## config.mk

```make
export PLATFORM = sky130hd
export DESIGN_NAME = erx_event_latch
export DESIGN_NICKNAME = d
export VERILOG_FILES = /design/src/hdl/erx_pkg.sv /design/src/hdl/erx_event_latch.sv
export VERILOG_INCLUDE_DIRS = /design/src /design/src/hdl
export SDC_FILE = /design/constraint.sdc
export NUM_CORES = 1
export LEC_CHECK = 0
export BUFFER_PORTS_ARGS = -buffer_cell sky130_fd_sc_hd__buf_2
export CORE_ASPECT_RATIO = 0.5
export CORE_MARGIN = 3
export CORE_UTILIZATION = 50
export DETAILED_ROUTE_END_ITERATION = 8
export GPL_TIMING_DRIVEN = 1
export PLACE_DENSITY = 0.77
export SLEW_MARGIN = 20
export SYNTH_ARGS = -nofsm -noshare
export SYNTH_HDL_FRONTEND = slang
export SYNTH_SLANG_ARGS = --single-unit
```

## constraint.sdc

```tcl
create_clock -name aclk -period 1.83 [get_ports aclk]
set_input_delay 0.366 -clock aclk [delete_from_list [all_inputs] [get_ports aclk]]
set_output_delay 0.366 -clock aclk [all_outputs]
set_load 0.02 [all_outputs]
```

## src/hdl/erx_regs.svh

```systemverilog
// Register offsets, field positions and reset values of the receive event latch block.
// Assumes an AXI4-Lite slave with 32-bit data; offsets are word indices, byte address is 4x.
`ifndef ERX_REGS_SVH
`define ERX_REGS_SVH

// ****************************************
// Word indices
// ****************************************
`define ERX_IDX_COUNT_STATUS 10'h126
`define ERX_IDX_LATCH_A 10'h128
`define ERX_IDX_EVENT_LATCHES 10'h12a
`define ERX_IDX_IRQ_ENABLE_A 10'h12c
`define ERX_IDX_IRQ_ENABLE_B 10'h12e

// ****************************************
// Field positions, event latches and enable b
// ****************************************
`define ERX_BIT_REMOTE_ERR 10
`define ERX_BIT_PARITY_ERR 9
`define ERX_BIT_FRAMING_ERR 8
`define ERX_BIT_REMOTE_CNT 2
`define ERX_BIT_PARITY_CNT 1
`define ERX_BIT_FRAMING_CNT 0

// ****************************************
// Field positions, enable a
// ****************************************
`define ERX_BIT_TIMING_SRC 13
`define ERX_BIT_PAYLOAD_UNSTABLE 12
`define ERX_BIT_PAYLOAD_MISMATCH 11
`define ERX_BIT_PAYLOAD_CHANGE 10
`define ERX_BIT_UNFRAMED_ONES 8
`define ERX_BIT_GC_BYTE 7
`define ERX_BIT_NR_BYTE 6
`define ERX_BIT_ALIGN_CHANGE 5
`define ERX_BIT_FRAME_LOSS 4
`define ERX_BIT_REMOTE_DEFECT 3
`define ERX_BIT_ALARM_SIGNAL 2
`define ERX_BIT_OUT_OF_ALIGN 1
`define ERX_BIT_SIGNAL_LOSS 0

// ****************************************
// Implemented bit masks and reset values
// ****************************************
`define ERX_MASK_B 16'h0707
`define ERX_MASK_A 16'h3dff
`define ERX_RST_EVENT_LATCHES 16'h0000
`define ERX_RST_IRQ_ENABLE 16'h0000

// ****************************************
// Bus responses
// ****************************************
`define ERX_RESP_OKAY 2'h0
`define ERX_RESP_SLVERR 2'h2

`endif

```

## src/hdl/erx_pkg.sv

```systemverilog
// Types of the receive event latch block.
// Assumes the constants header is included by the module that uses these types.
package erx_pkg;

    // ****************************************
    // Whole state of the block
    // ****************************************
    typedef struct packed {
        logic aw_held;
        logic [11:0] aw_addr;
        logic w_held;
        logic [31:0] w_data;
        logic [3:0] w_strb;
        logic bvalid;
        logic [1:0] bresp;
        logic rvalid;
        logic [31:0] rdata;
        logic [1:0] rresp;
        logic [15:0] event_latches;
        logic [15:0] irq_enable_a;
        logic [15:0] irq_enable_b;
        logic [2:0] count_prev;
        logic port_irq;
    } erx_state_t;

endpackage

```

## src/hdl/erx_event_latch.sv

```systemverilog
// Receive event latches and interrupt enables of one framed-format receive port.
// Assumes synchronous event pulses and count flags on aclk, and the first latch set
// kept by the framer outside and presented here as a level vector.
//
// Overview of operation
// RULE_01: Remote error indication pulse sets event latch bit 10.
// RULE_02: Parity error pulse sets event latch bit 9.
// RULE_03: Framing error pulse sets event latch bit 8.
// RULE_04: Remote error count flag rising sets bit 2, no other change does.
// RULE_05: Parity error count flag rising sets bit 1.
// RULE_06: Framing error count flag rising sets bit 0.
// RULE_07: Enable lets a set flag interrupt only while this port's global bit is set.
// RULE_08: Enable a bit 13 gates timing source change flag.
// RULE_09: Enable a bit 12 gates payload unstable flag.
// RULE_10: Enable a bit 11 gates payload mismatch flag.
// RULE_11: Enable a bit 10 gates payload change flag.
// RULE_12: Enable a bit 8 gates unframed all ones change flag.
// RULE_13: Enable a bits 7 and 6 gate GC and NR byte change flags.
// RULE_14: Enable a bit 5 gates frame alignment change flag.
// RULE_15: Enable a bit 4 gates loss of frame change flag.
// RULE_16: Enable a bit 3 gates remote defect change flag.
// RULE_17: Enable a bit 2 gates alarm signal change flag.
// RULE_18: Enable a bit 1 gates out of frame change flag.
// RULE_19: Enable a bit 0 gates loss of signal change flag.
// RULE_20: Enable b bit 10 gates remote error flag.
// RULE_21: Enable b bit 9 gates parity error flag.
// RULE_22: Enable b bit 8 gates framing error flag.
// RULE_23: Enable b bit 2 gates remote error count flag.
// RULE_24: Enable b bit 1 gates parity error count flag.
// RULE_25: Enable b bit 0 gates framing error count flag.
// RULE_26: Flags stay set until written one; a same-cycle event keeps them set.
// RULE_27: Interrupt is OR of enabled set flags, drops once all cleared or disabled.
//
// Register access over AXI4-Lite was decided locally.
`timescale 1ns/1ps
`include "erx_regs.svh"

module erx_event_latch #(
    parameter int PORT_INDEX = 0
) (
    input wire logic aclk,
    input wire logic aresetn,
    input wire logic [11:0] s_axi_awaddr,
    input wire logic s_axi_awvalid,
    output logic s_axi_awready,
    input wire logic [31:0] s_axi_wdata,
    input wire logic [3:0] s_axi_wstrb,
    input wire logic s_axi_wvalid,
    output logic s_axi_wready,
    output logic [1:0] s_axi_bresp,
    output logic s_axi_bvalid,
    input wire logic s_axi_bready,
    input wire logic [11:0] s_axi_araddr,
    input wire logic s_axi_arvalid,
    output logic s_axi_arready,
    output logic [31:0] s_axi_rdata,
    output logic [1:0] s_axi_rresp,
    output logic s_axi_rvalid,
    input wire logic s_axi_rready,
    input wire logic remote_err_event,
    input wire logic parity_err_event,
    input wire logic framing_err_event,
    input wire logic remote_err_count_nonzero,
    input wire logic parity_err_count_nonzero,
    input wire logic framing_err_count_nonzero,
    input wire logic [15:0] rx_status_latch_a,
    input wire logic [4:1] global_port_irq_enable_field,
    output logic port_irq
);

    // ****************************************
    // State and next state
    // ****************************************
    erx_pkg::erx_state_t state_reg;
    erx_pkg::erx_state_t state_next;

    logic aw_take;
    logic w_take;
    logic ar_take;
    logic have_aw;
    logic have_w;
    logic do_write;
    logic [11:0] wr_addr;
    logic [31:0] wr_data;
    logic [3:0] wr_strb;
    logic [15:0] wr_mask;
    logic [15:0] set_b;
    logic [15:0] gated_a;
    logic [15:0] gated_b;
    logic port_on;
    logic wr_hit_latches;
    logic wr_hit_enable_a;
    logic wr_hit_enable_b;
    logic wr_hit_count;
    logic wr_hit_latch_a;
    logic rd_hit_latches;
    logic rd_hit_enable_a;
    logic rd_hit_enable_b;
    logic rd_hit_count;
    logic rd_hit_latch_a;
    logic [2:0] count_now;
    logic [2:0] count_rise;

    // Write channels stall while a response waits, so one write is in flight
    assign s_axi_awready = !state_reg.aw_held && !state_reg.bvalid;
    assign s_axi_wready = !state_reg.w_held && !state_reg.bvalid;
    assign s_axi_arready = !state_reg.rvalid;
    assign s_axi_bvalid = state_reg.bvalid;
    assign s_axi_bresp = state_reg.bresp;
    assign s_axi_rvalid = state_reg.rvalid;
    assign s_axi_rdata = state_reg.rdata;
    assign s_axi_rresp = state_reg.rresp;
    assign port_irq = state_reg.port_irq;

    assign aw_take = s_axi_awvalid && s_axi_awready;
    assign w_take = s_axi_wvalid && s_axi_wready;
    assign ar_take = s_axi_arvalid && s_axi_arready;
    assign have_aw = state_reg.aw_held || aw_take;
    assign have_w = state_reg.w_held || w_take;
    assign do_write = have_aw && have_w;
    assign wr_addr = state_reg.aw_held ? state_reg.aw_addr : s_axi_awaddr;
    assign wr_data = state_reg.w_held ? state_reg.w_data : s_axi_wdata;
    assign wr_strb = state_reg.w_held ? state_reg.w_strb : s_axi_wstrb;
    assign wr_mask = {{8{wr_strb[1]}}, {8{wr_strb[0]}}};

    // ****************************************
    // Count flag edges
    // ****************************************
    // A flag already high when reset lifts counts as a rise
    assign count_now = {remote_err_count_nonzero, parity_err_count_nonzero,
        framing_err_count_nonzero};
    assign count_rise = count_now & ~state_reg.count_prev;

    // ****************************************
    // Event sources
    // ****************************************
    always_comb
    begin
        set_b = 16'h0000;
        set_b[`ERX_BIT_REMOTE_ERR] = remote_err_event; // [RULE_01]
        set_b[`ERX_BIT_PARITY_ERR] = parity_err_event; // [RULE_02]
        set_b[`ERX_BIT_FRAMING_ERR] = framing_err_event; // [RULE_03]
        // Rising edge only; a count that stays nonzero must not re-set a cleared flag
        set_b[`ERX_BIT_REMOTE_CNT] = count_rise[2]; // [RULE_04]
        set_b[`ERX_BIT_PARITY_CNT] = count_rise[1]; // [RULE_05]
        set_b[`ERX_BIT_FRAMING_CNT] = count_rise[0]; // [RULE_06]
    end

    // ****************************************
    // Interrupt gating
    // ****************************************
    always_comb
    begin
        gated_a = 16'h0000;
        gated_b = 16'h0000;
        gated_a[`ERX_BIT_TIMING_SRC] = rx_status_latch_a[`ERX_BIT_TIMING_SRC]
            && state_reg.irq_enable_a[`ERX_BIT_TIMING_SRC]; // [RULE_08]
        gated_a[`ERX_BIT_PAYLOAD_UNSTABLE] = rx_status_latch_a[`ERX_BIT_PAYLOAD_UNSTABLE]
            && state_reg.irq_enable_a[`ERX_BIT_PAYLOAD_UNSTABLE]; // [RULE_09]
        gated_a[`ERX_BIT_PAYLOAD_MISMATCH] = rx_status_latch_a[`ERX_BIT_PAYLOAD_MISMATCH]
            && state_reg.irq_enable_a[`ERX_BIT_PAYLOAD_MISMATCH]; // [RULE_10]
        gated_a[`ERX_BIT_PAYLOAD_CHANGE] = rx_status_latch_a[`ERX_BIT_PAYLOAD_CHANGE]
            && state_reg.irq_enable_a[`ERX_BIT_PAYLOAD_CHANGE]; // [RULE_11]
        gated_a[`ERX_BIT_UNFRAMED_ONES] = rx_status_latch_a[`ERX_BIT_UNFRAMED_ONES]
            && state_reg.irq_enable_a[`ERX_BIT_UNFRAMED_ONES]; // [RULE_12]
        gated_a[`ERX_BIT_GC_BYTE] = rx_status_latch_a[`ERX_BIT_GC_BYTE]
            && state_reg.irq_enable_a[`ERX_BIT_GC_BYTE]; // [RULE_13]
        gated_a[`ERX_BIT_NR_BYTE] = rx_status_latch_a[`ERX_BIT_NR_BYTE]
            && state_reg.irq_enable_a[`ERX_BIT_NR_BYTE]; // [RULE_13]
        gated_a[`ERX_BIT_ALIGN_CHANGE] = rx_status_latch_a[`ERX_BIT_ALIGN_CHANGE]
            && state_reg.irq_enable_a[`ERX_BIT_ALIGN_CHANGE]; // [RULE_14]
        gated_a[`ERX_BIT_FRAME_LOSS] = rx_status_latch_a[`ERX_BIT_FRAME_LOSS]
            && state_reg.irq_enable_a[`ERX_BIT_FRAME_LOSS]; // [RULE_15]
        gated_a[`ERX_BIT_REMOTE_DEFECT] = rx_status_latch_a[`ERX_BIT_REMOTE_DEFECT]
            && state_reg.irq_enable_a[`ERX_BIT_REMOTE_DEFECT]; // [RULE_16]
        gated_a[`ERX_BIT_ALARM_SIGNAL] = rx_status_latch_a[`ERX_BIT_ALARM_SIGNAL]
            && state_reg.irq_enable_a[`ERX_BIT_ALARM_SIGNAL]; // [RULE_17]
        gated_a[`ERX_BIT_OUT_OF_ALIGN] = rx_status_latch_a[`ERX_BIT_OUT_OF_ALIGN]
            && state_reg.irq_enable_a[`ERX_BIT_OUT_OF_ALIGN]; // [RULE_18]
        gated_a[`ERX_BIT_SIGNAL_LOSS] = rx_status_latch_a[`ERX_BIT_SIGNAL_LOSS]
            && state_reg.irq_enable_a[`ERX_BIT_SIGNAL_LOSS]; // [RULE_19]
        gated_b[`ERX_BIT_REMOTE_ERR] = state_reg.event_latches[`ERX_BIT_REMOTE_ERR]
            && state_reg.irq_enable_b[`ERX_BIT_REMOTE_ERR]; // [RULE_20]
        gated_b[`ERX_BIT_PARITY_ERR] = state_reg.event_latches[`ERX_BIT_PARITY_ERR]
            && state_reg.irq_enable_b[`ERX_BIT_PARITY_ERR]; // [RULE_21]
        gated_b[`ERX_BIT_FRAMING_ERR] = state_reg.event_latches[`ERX_BIT_FRAMING_ERR]
            && state_reg.irq_enable_b[`ERX_BIT_FRAMING_ERR]; // [RULE_22]
        gated_b[`ERX_BIT_REMOTE_CNT] = state_reg.event_latches[`ERX_BIT_REMOTE_CNT]
            && state_reg.irq_enable_b[`ERX_BIT_REMOTE_CNT]; // [RULE_23]
        gated_b[`ERX_BIT_PARITY_CNT] = state_reg.event_latches[`ERX_BIT_PARITY_CNT]
            && state_reg.irq_enable_b[`ERX_BIT_PARITY_CNT]; // [RULE_24]
        gated_b[`ERX_BIT_FRAMING_CNT] = state_reg.event_latches[`ERX_BIT_FRAMING_CNT]
            && state_reg.irq_enable_b[`ERX_BIT_FRAMING_CNT]; // [RULE_25]
    end

    assign port_on = global_port_irq_enable_field[PORT_INDEX + 1]; // [RULE_07]

    // ****************************************
    // Address decode
    // ****************************************
    // Word index only; the two low address bits are ignored, not refused
    always_comb
    begin
        wr_hit_latches = 1'b0;
        wr_hit_enable_a = 1'b0;
        wr_hit_enable_b = 1'b0;
        wr_hit_count = 1'b0;
        wr_hit_latch_a = 1'b0;
        if (wr_addr[11:2] == `ERX_IDX_EVENT_LATCHES)
        begin
            wr_hit_latches = 1'b1;
        end
        else if (wr_addr[11:2] == `ERX_IDX_IRQ_ENABLE_A)
        begin
            wr_hit_enable_a = 1'b1;
        end
        else if (wr_addr[11:2] == `ERX_IDX_IRQ_ENABLE_B)
        begin
            wr_hit_enable_b = 1'b1;
        end
        else if (wr_addr[11:2] == `ERX_IDX_COUNT_STATUS)
        begin
            wr_hit_count = 1'b1;
        end
        else if (wr_addr[11:2] == `ERX_IDX_LATCH_A)
        begin
            wr_hit_latch_a = 1'b1;
        end
    end

    // The two mirrors are read only; a write to them is answered and dropped
    always_comb
    begin
        rd_hit_latches = 1'b0;
        rd_hit_enable_a = 1'b0;
        rd_hit_enable_b = 1'b0;
        rd_hit_count = 1'b0;
        rd_hit_latch_a = 1'b0;
        if (s_axi_araddr[11:2] == `ERX_IDX_EVENT_LATCHES)
        begin
            rd_hit_latches = 1'b1;
        end
        else if (s_axi_araddr[11:2] == `ERX_IDX_IRQ_ENABLE_A)
        begin
            rd_hit_enable_a = 1'b1;
        end
        else if (s_axi_araddr[11:2] == `ERX_IDX_IRQ_ENABLE_B)
        begin
            rd_hit_enable_b = 1'b1;
        end
        else if (s_axi_araddr[11:2] == `ERX_IDX_COUNT_STATUS)
        begin
            rd_hit_count = 1'b1;
        end
        else if (s_axi_araddr[11:2] == `ERX_IDX_LATCH_A)
        begin
            rd_hit_latch_a = 1'b1;
        end
    end

    // ****************************************
    // Next state
    // ****************************************
    always_comb
    begin
        state_next = state_reg;
        state_next.count_prev = count_now;
        // Registered output costs one cycle but keeps the pin glitch free
        state_next.port_irq = port_on && ((|gated_a) || (|gated_b)); // [RULE_07] [RULE_27]

        if (aw_take)
        begin
            state_next.aw_held = 1'b1;
            state_next.aw_addr = s_axi_awaddr;
        end
        if (w_take)
        begin
            state_next.w_held = 1'b1;
            state_next.w_data = s_axi_wdata;
            state_next.w_strb = s_axi_wstrb;
        end
        if (state_reg.bvalid && s_axi_bready)
        begin
            state_next.bvalid = 1'b0;
        end

        // Events set here; the clear below ORs set_b in again, so a same-cycle clear cannot drop them
        state_next.event_latches = state_reg.event_latches | set_b; // [RULE_26]

        if (do_write)
        begin
            state_next.aw_held = 1'b0;
            state_next.w_held = 1'b0;
            state_next.bvalid = 1'b1;
            state_next.bresp = `ERX_RESP_OKAY;
            if (wr_hit_latches)
            begin
                state_next.event_latches = (state_reg.event_latches
                    & ~(wr_data[15:0] & wr_mask)) | set_b; // [RULE_26]
            end
            else if (wr_hit_enable_a)
            begin
                state_next.irq_enable_a = ((state_reg.irq_enable_a & ~wr_mask)
                    | (wr_data[15:0] & wr_mask)) & `ERX_MASK_A;
            end
            else if (wr_hit_enable_b)
            begin
                state_next.irq_enable_b = ((state_reg.irq_enable_b & ~wr_mask)
                    | (wr_data[15:0] & wr_mask)) & `ERX_MASK_B;
            end
            else if (wr_hit_count || wr_hit_latch_a)
            begin
                state_next.bresp = `ERX_RESP_OKAY;
            end
            else
            begin
                state_next.bresp = `ERX_RESP_SLVERR;
            end
        end

        if (state_reg.rvalid && s_axi_rready)
        begin
            state_next.rvalid = 1'b0;
        end
        if (ar_take)
        begin
            state_next.rvalid = 1'b1;
            state_next.rresp = `ERX_RESP_OKAY;
            state_next.rdata = 32'h0000_0000;
            if (rd_hit_latches)
            begin
                state_next.rdata[15:0] = state_reg.event_latches;
            end
            else if (rd_hit_enable_a)
            begin
                state_next.rdata[15:0] = state_reg.irq_enable_a;
            end
            else if (rd_hit_enable_b)
            begin
                state_next.rdata[15:0] = state_reg.irq_enable_b;
            end
            else if (rd_hit_count)
            begin
                state_next.rdata[2:0] = count_now;
            end
            else if (rd_hit_latch_a)
            begin
                state_next.rdata[15:0] = rx_status_latch_a & `ERX_MASK_A;
            end
            else
            begin
                state_next.rresp = `ERX_RESP_SLVERR;
            end
        end
    end

    // ****************************************
    // State register
    // ****************************************
    always_ff @(posedge aclk)
    begin
        if (!aresetn)
        begin
            state_reg <= '0;
            state_reg.event_latches <= `ERX_RST_EVENT_LATCHES;
            state_reg.irq_enable_a <= `ERX_RST_IRQ_ENABLE;
            state_reg.irq_enable_b <= `ERX_RST_IRQ_ENABLE;
        end
        else
        begin
            state_reg <= state_next;
        end
    end

endmodule

```

==> results of run 1 <==
## critical path, cell delays in order, from the launching register on
cell and delay [ns]:
dfxtp_2 0.37, buf_6 0.15, or3b_4 0.42, a221oi_4 0.27
o211ai_4 0.23, mux2i_1 0.19
## how the worst max path moves through the flow
stage | startpoint | to | slack, ns | depth (start not counted)
after floorplan | s_axi_araddr[9] | s_axi_rdata[11] | 0.18 | 4
after global placement | s_axi_araddr[9] | s_axi_rdata[11] | 0.005 | 5
after detailed placement | s_axi_araddr[9] | s_axi_rdata[3] | -0.02 | 5
after CTS | state_reg[139] | flip-flop | 0.0002 | 5
after global routing | state_reg[139] | flip-flop | 0.009 | 5
final | state_reg[139] | flip-flop | 0.07 | 5
## layout make-up
| cell class | instances | area share, % |
|---|---|---|
| clock buffers | 11 | 4.52 |
| clock inverters | 5 | 0.722 |
| inverters | 5 | 0.349 |
| multi-input cells | 390 | 46.2 |
| flip-flops and latches | 89 | 33.2 |
| well taps | 117 | 2.73 |
| repair buffers | 115 | 12.3 |
## kinds of logic (layout without fill, tap and decap cells)
group,count (synthesis),in the layout
compound gates,127,127
simple gates,198,198
buf+inv,69,136
mux,47,47
other cells,1,18
flops,89,89
## synth_stat cells, types with 7 or more instances
library cell    n  area (µm²)
nand2_1       122         458
a21oi_1        25         125
dfxtp_1        89        1780
nor2_1         12        45.0
buf_2           7        35.0
nand2b_1       11        68.8
nand3_1         9        45.0
buf_4          37         278
mux2_2         18         203
a21boi_0       31         233
clkbuf_1       15        56.3
and2_1          8        50.1
mux2i_1        28         280
a31oi_1         7        43.8
o21ai_0        26         130
## per-layer routing
| layer | GRT usage (%) | vias up | wire length, µm | part of all wire (%) |
|---|---|---|---|---|
| li1 | - | 1970 | - | - |
| met1 | 27.8 | 1868 | 5100 | 46 |
| met2 | 34.6 | 128 | 5060 | 46 |
| met3 | 6.04 | 14 | 766 | 6.9 |
| met4 | 7.13 | 0 | 145 | 1.3 |
| met5 | 0 | - | 0 | 0 |
## stage by stage
stage          setup TNS [ns]  total power (W)  instance area [µm²]  instances  utilization [%]
6_report                    0          0.00453                 5370        732             60.6
5_1_grt                     0          0.00473                 5370        732             60.6
4_1_cts                     0          0.00456                 5350        732             60.4
3_5_place_dp          -0.0452          0.00280                 5070        716             57.2
3_3_place_gp                0          0.00278                 5070        716             57.2
2_1_floorplan               0          0.00261                 4700        548                -
## power by group through the flow
stage	Combinational [W]	Clock (W)	Sequential, W
2_1_floorplan	0.000510	0	0.00210
3_3_place_gp	0.000671	0	0.00211
3_5_place_dp	0.000686	0	0.00211
4_1_cts	0.000690	0.00180	0.00207
5_1_grt	0.000767	0.00188	0.00208
6_report	0.000694	0.00176	0.00208
==> key figures, run 1 <==
Synth
  – Main combinational cell family by area after synthesis: compound AO/OA/AOI/OAI gates
  – Post-synth top flop: dfxtp_1
  – Post-Synth XOR/XNOR Area: 0%
  – Post-Synth Simple-Gate Area: about a fifth
  – Average cell area after synthesis: roughly 8.7 µm²
  – Yosys cell types: between 50 and 60
  – Register area share after synthesis: about two fifths
  – Asr flop ratio synth: 0%
  – Mapped Area: between 4000 and 5000 µm²
  – Synth Area in Compound Gates: 20.5%
  – Post-synth EDFFs: 0
  – Seq cells post-synth: between 80 and 90
  – Post-Synth Adder-Cell Area: 0%
  – Yosys warns: 0
  – Mux contribution to synthesized area: a little over a tenth
  – Mapped Cells: approximately 530

Pwr
  – Part of the power in registers: a little under half
  – Clock share of power: a little under 40%
  – Combinational fraction of design power: roughly 15%
  – LEAKAGE: about 2.3 nW
  – Sw Ratio: roughly 28%
  – VDD IR-drop max: approximately 420 µV
  – Internal power: 0.00327 W
  – Sw Pwr: around 0.0013 W
  – Pwr/cell area: approximately 840 nW/µm²

Detailed routing
  – Vias: 3980
  – DR vias/cell: about 5.4
  – Drt wl/cell: ~15 µm
  – DR DRC count: 0
  – Final WL: 11.1 mm
  – Antenna-violating nets left: 0
  – Number of DRC markers in iteration 0: around 270
  – Detailed Routing Iterations Pass 1: 5

Setup path
  – Critical Path AT: a little under 2 ns
  – Worst-path maximum fanout: 11
  – R2R Setup Slk: between 0.07 and 0.08 ns
  – Reg2Reg Depth: 5
  – CP Capture Type: flip-flop
  – Crit path required time: roughly 2 ns
  – Startpoint types: flip-flop
  – CP Class: flip-flop to flip-flop
  – Reg-to-reg critical path startpoint: state_reg[139]

Place
  – Setup WS pre-CTS: -0.0181 ns
  – IO buf count: 88
  – Routability cong.: 0.887
  – Post-DP HPWL: about 8.3 mm

CTS
  – CTS tree: done
  – Clk pin slew, worst setup/hold paths: roughly 0.070 ns
  – Number of setup buffers added after CTS: 0
  – Clk_lat worst skew: ~0.35 ns
  – CTS Buf Count: 9
  – Clk root buf: clkbuf_16
  – CTS sink cnt: slightly below 90
  – Clk buf depth: 2
  – H-tree levels: 3
  – Hold_buf cts: 0
  – Post-cts resize count: 0

Floorplan
  – Row count: 24
  – I/O pins: approximately 140
  – Die Width: roughly 140 µm
  – Die Height: approximately 74 µm
  – Initial Util: 52.3%
  – DIE AREA: between 10000 and 15000 µm²
  – Core ar.: roughly 8900 µm²

STA
  – Number of hold violations in the final report: 0
  – Max Slew Vio Count: 0
  – Fin Hold WS: around 0.25 ns
  – Setup Skew: between 0.008 and 0.009 ns
  – RSZ-0062 raised after global routing: false
  – Slew headroom: a little under three fifths
  – Crit path time final: ~1.8 ns
  – Worst Tran Pin Value: between 0.6 and 0.7 ns
  – Fin crit share: between 90% and 100%
  – Final setup viols: 0
  – Maximum clock frequency: about 570 MHz
  – Fin worst setup slack: 0.0744 ns

Final layout
  – Leading cell type in the layout, fill and taps excluded: nand2_1
  – Ratio of cells with drive above 1 in the final layout: between 20 and 30%
  – Commonest non-fill, non-tap cells in the layout: 121 x nand2_1, 88 x buf_2, 87 x dfxtp_1
  – Fillers: 754
  – Multi-input logic area: approximately 2500 µm²
  – N_diodes: 0
  – Area Overhead vs Synth: 15.9%
  – Register Area: 1780 µm²
  – Final nets: 703

Global route
  – Vias in the first global route: between 3000 and 4000
  – All-layer global routing usage: between 20% and 30%
  – Initial antenna violation count: 0
  – Aggregate global routing overflow: 0
  – First-pass GRT wire length: between 15 and 20 mm
  – Largest net degree at the start of global routing: 53

Hold path
  – Worst Hold Depth: 2
  – Worst min path class: input port to flip-flop
  – Worst Hold End: state_reg[1]
  – Origin of the worst min-delay path: framing_err_count_nonzero

Run
  – Max_cap viols: 0

Run status
  – Status: finished clean
Power figures use the tool's default switching activity.
==> run 2, diff against run 1 <==
Settings changed: CTS_BUF_LIST from default to sky130_fd_sc_hd__clkbuf_4.
==> key figures, run 2 (synthesis results as in run 1) <==
STA
  – Fin Hold WS: 0.123 ns (-0.126 ns)
  – Maximum clock frequency: 570 MHz (about the same)
  – Setup Skew: 0.0222 ns (+0.0133 ns)
  – Crit path time final: 1.75 ns (-0.000629 ns)
  – Slew headroom: 59.4% (+2.5 points)
  – Fin crit share: 95.9% (about the same)
  – Worst Tran Pin Value: 0.608 ns (-0.0380 ns)
  – Final setup viols: 0 (unchanged)
  – Fin worst setup slack: 0.0750 ns (+0.000629 ns)
  – Number of hold violations in the final report: 0 (unchanged)
  – RSZ-0062 raised after global routing: false
  – Max Slew Vio Count: 0 (unchanged)

Pwr
  – Sw Ratio: 31.1% (+3.3 points)
  – Internal power: 0.00261 W (-20%)
  – Sw Pwr: 0.00118 W (-6.6%)
  – Clock share of power: 26.7% (-12 points)
  – Total power: 0.00378 W (-16%)
  – Pwr/cell area: 724 nW/µm² (-14%)
  – LEAKAGE: 2.23 nW (-2.7%)
  – Part of the power in registers: 54.9% (+9.1 points)
  – Combinational fraction of design power: 18.5% (+3.2 points)
  – VDD IR-drop max: 250 µV (-40%)

Setup path
  – Worst-path maximum fanout: 8 (-3)
  – CP peak stage delay: 0.41 ns (about the same)
  – CP Capture Type: flip-flop
  – Reg2Reg Depth: 5 (unchanged)
  – Worst path slowest cell: or3b_4
  – R2R Setup Slk: 0.08 ns (about the same)
  – CP Class: flip-flop to flip-flop
  – Crit path cell chain: buf_6, or3b_4, a221oi_4, o211ai_4, mux2i_1
  – Startpoint types: flip-flop
  – Critical Path AT: 2.09 ns (+0.12 ns)
  – Crit path required time: 2.17 ns (+0.12 ns)
  – Reg-to-reg critical path startpoint: state_reg[139]

Global route
  – Aggregate global routing overflow: 0 (unchanged)
  – Global routing usage on met2: 34.1% (-0.47 points)
  – M1 GR Usage: 27.7% (-0.20 points)
  – First-pass GRT wire length: 17.5 mm (-0.89%)
  – Routing usage on met3: 5.84% (-0.19 points)
  – Vias in the first global route: 3661 (-0.14%)
  – Initial antenna violation count: 0 (unchanged)
  – All-layer global routing usage: 21.0% (-0.31 points)
  – Largest net degree at the start of global routing: 53 (unchanged)
  – Most Used Layer, Global Route: met2

Final layout
  – Leading cell type in the layout, fill and taps excluded: nand2_1
  – Ratio of cells with drive above 1 in the final layout: 27.9% (+0.23 points)
  – Register Area: 1790 µm² (+0.14%)
  – Final nets: 705 (+0.28%)
  – Final core occ: 58.9% (-1.7 points)
  – Commonest non-fill, non-tap cells in the layout: 121 x nand2_1, 89 x buf_2, 87 x dfxtp_1
  – Multi-input logic area: 2480 µm² (unchanged)
  – Fillers: 775 (+2.8%)
  – Area Overhead vs Synth: 12.7%
  – Post-Layout Inst Area: 5220 µm² (-2.8%)
  – N_diodes: 0 (unchanged)

Detailed routing
  – Final WL: 10.9 mm (-1.2%)
  – DR vias/cell: 5.39 (-0.92%)
  – Antenna-violating nets left: 0 (unchanged)
  – Vias: 3954 (-0.65%)
  – Detailed Routing Iterations Pass 1: 4 (-1)
  – Number of DRC markers in iteration 0: 204 (-25%)
  – Drt wl/cell: 14.9 µm (-1.5%)
  – DR DRC count: 0 (unchanged)

Floorplan
  – Die Width: 142 µm (unchanged)
  – Core ar.: 8860 µm² (unchanged)
  – Die Height: 74.1 µm (unchanged)
  – I/O pins: 135 (unchanged)
  – Row count: 24 (unchanged)
  – Initial Util: 52.3% (unchanged)
  – DIE AREA: 10500 µm² (unchanged)

Place
  – IO buf count: 88 (unchanged)
  – Routability cong.: 0.887 (unchanged)
  – Setup WS pre-CTS: -0.0181 ns (unchanged)
  – Post-Place Cell Area: 5070 µm² (unchanged)
  – Post-DP HPWL: 8.34 mm (unchanged)

CTS
  – CTS sink cnt: 89 (unchanged)
  – Clk buf depth: 2 (unchanged)
  – Clk_lat worst skew: 0.47 ns (+0.12 ns)
  – CTS Buf Count: 9 (unchanged)
  – H-tree levels: 3 (unchanged)
  – CTS tree: done
  – Clk pin slew, worst setup/hold paths: 0.15 ns (+0.08 ns)
  – Clk root buf: clkbuf_4

Hold path
  – Worst min path class: input port to flip-flop
  – Origin of the worst min-delay path: framing_err_count_nonzero
  – Worst Hold Depth: 2 (unchanged)
  – Worst Hold End: state_reg[1]

Run
  – Max_cap viols: 0 (unchanged)

Run status
  – Status: finished clean
run 2: layout make-up:
class	instances	share of cell area (%)
well taps	117	2.80
inverters	5	0.359
multi-input cells	390	47.5
clock inverters	6	0.815
clock buffers	10	1.44
repair buffers	117	12.9
flip-flops and latches	89	34.2
run 2: how the worst max path moves through the flow:
stage / startpoint / end / slack, ns / cells past startpoint
global route: state_reg[139] / flip-flop / 0.008 / 5
floorplan: s_axi_araddr[9] / s_axi_rdata[11] / 0.18 / 4
CTS: state_reg[126] / flip-flop / 0.02 / 4
finish: state_reg[139] / flip-flop / 0.08 / 5
global placement: s_axi_araddr[9] / s_axi_rdata[11] / 0.005 / 5
detailed placement: s_axi_araddr[9] / s_axi_rdata[3] / -0.02 / 5
run 2: worst max-delay path: cells and delay by family, from the launching register on:
| kind | cells | cell delay (ns) |
|---|---|---|
| mux | 1 | 0.18 |
| flops | 1 | 0.40 |
| simple gates | 1 | 0.41 |
| buf+inv | 1 | 0.12 |
| compound gates | 2 | 0.53 |
run 2: through the flow:
stage	cells	TNS (ns)
after global routing	734	0
final	734	0
after detailed placement	716	-0.0452
after global placement	716	0
after floorplan	548	0
after CTS	732	0
run 2: routing by layer:
metal  vias up  wire length [µm]  share of wire (%)
li1       1969                 -                  -
met1      1853              5090                 46
met2       119              4990                 46
met3        13               723                6.6
met4         0               140                1.3
met5         -                 0                  0
run 2: timing repair:
item,4_1_cts,5_1_grt
resized for setup,1,6
gates cloned,0,1
buffers inserted,0,1
pin swaps,0,1
endpoints found under the setup margin,1,27
hold buffers,0,0
run 2: power by group through the flow:
stage,logic [W],registers (W),clock network (W)
final,0.000698,0.00208,0.00101
after global routing,0.000772,0.00209,0.00112
after CTS,0.000688,0.00207,0.00103
after detailed placement,0.000686,0.00211,0
after global placement,0.000671,0.00211,0
after floorplan,0.000510,0.00210,0
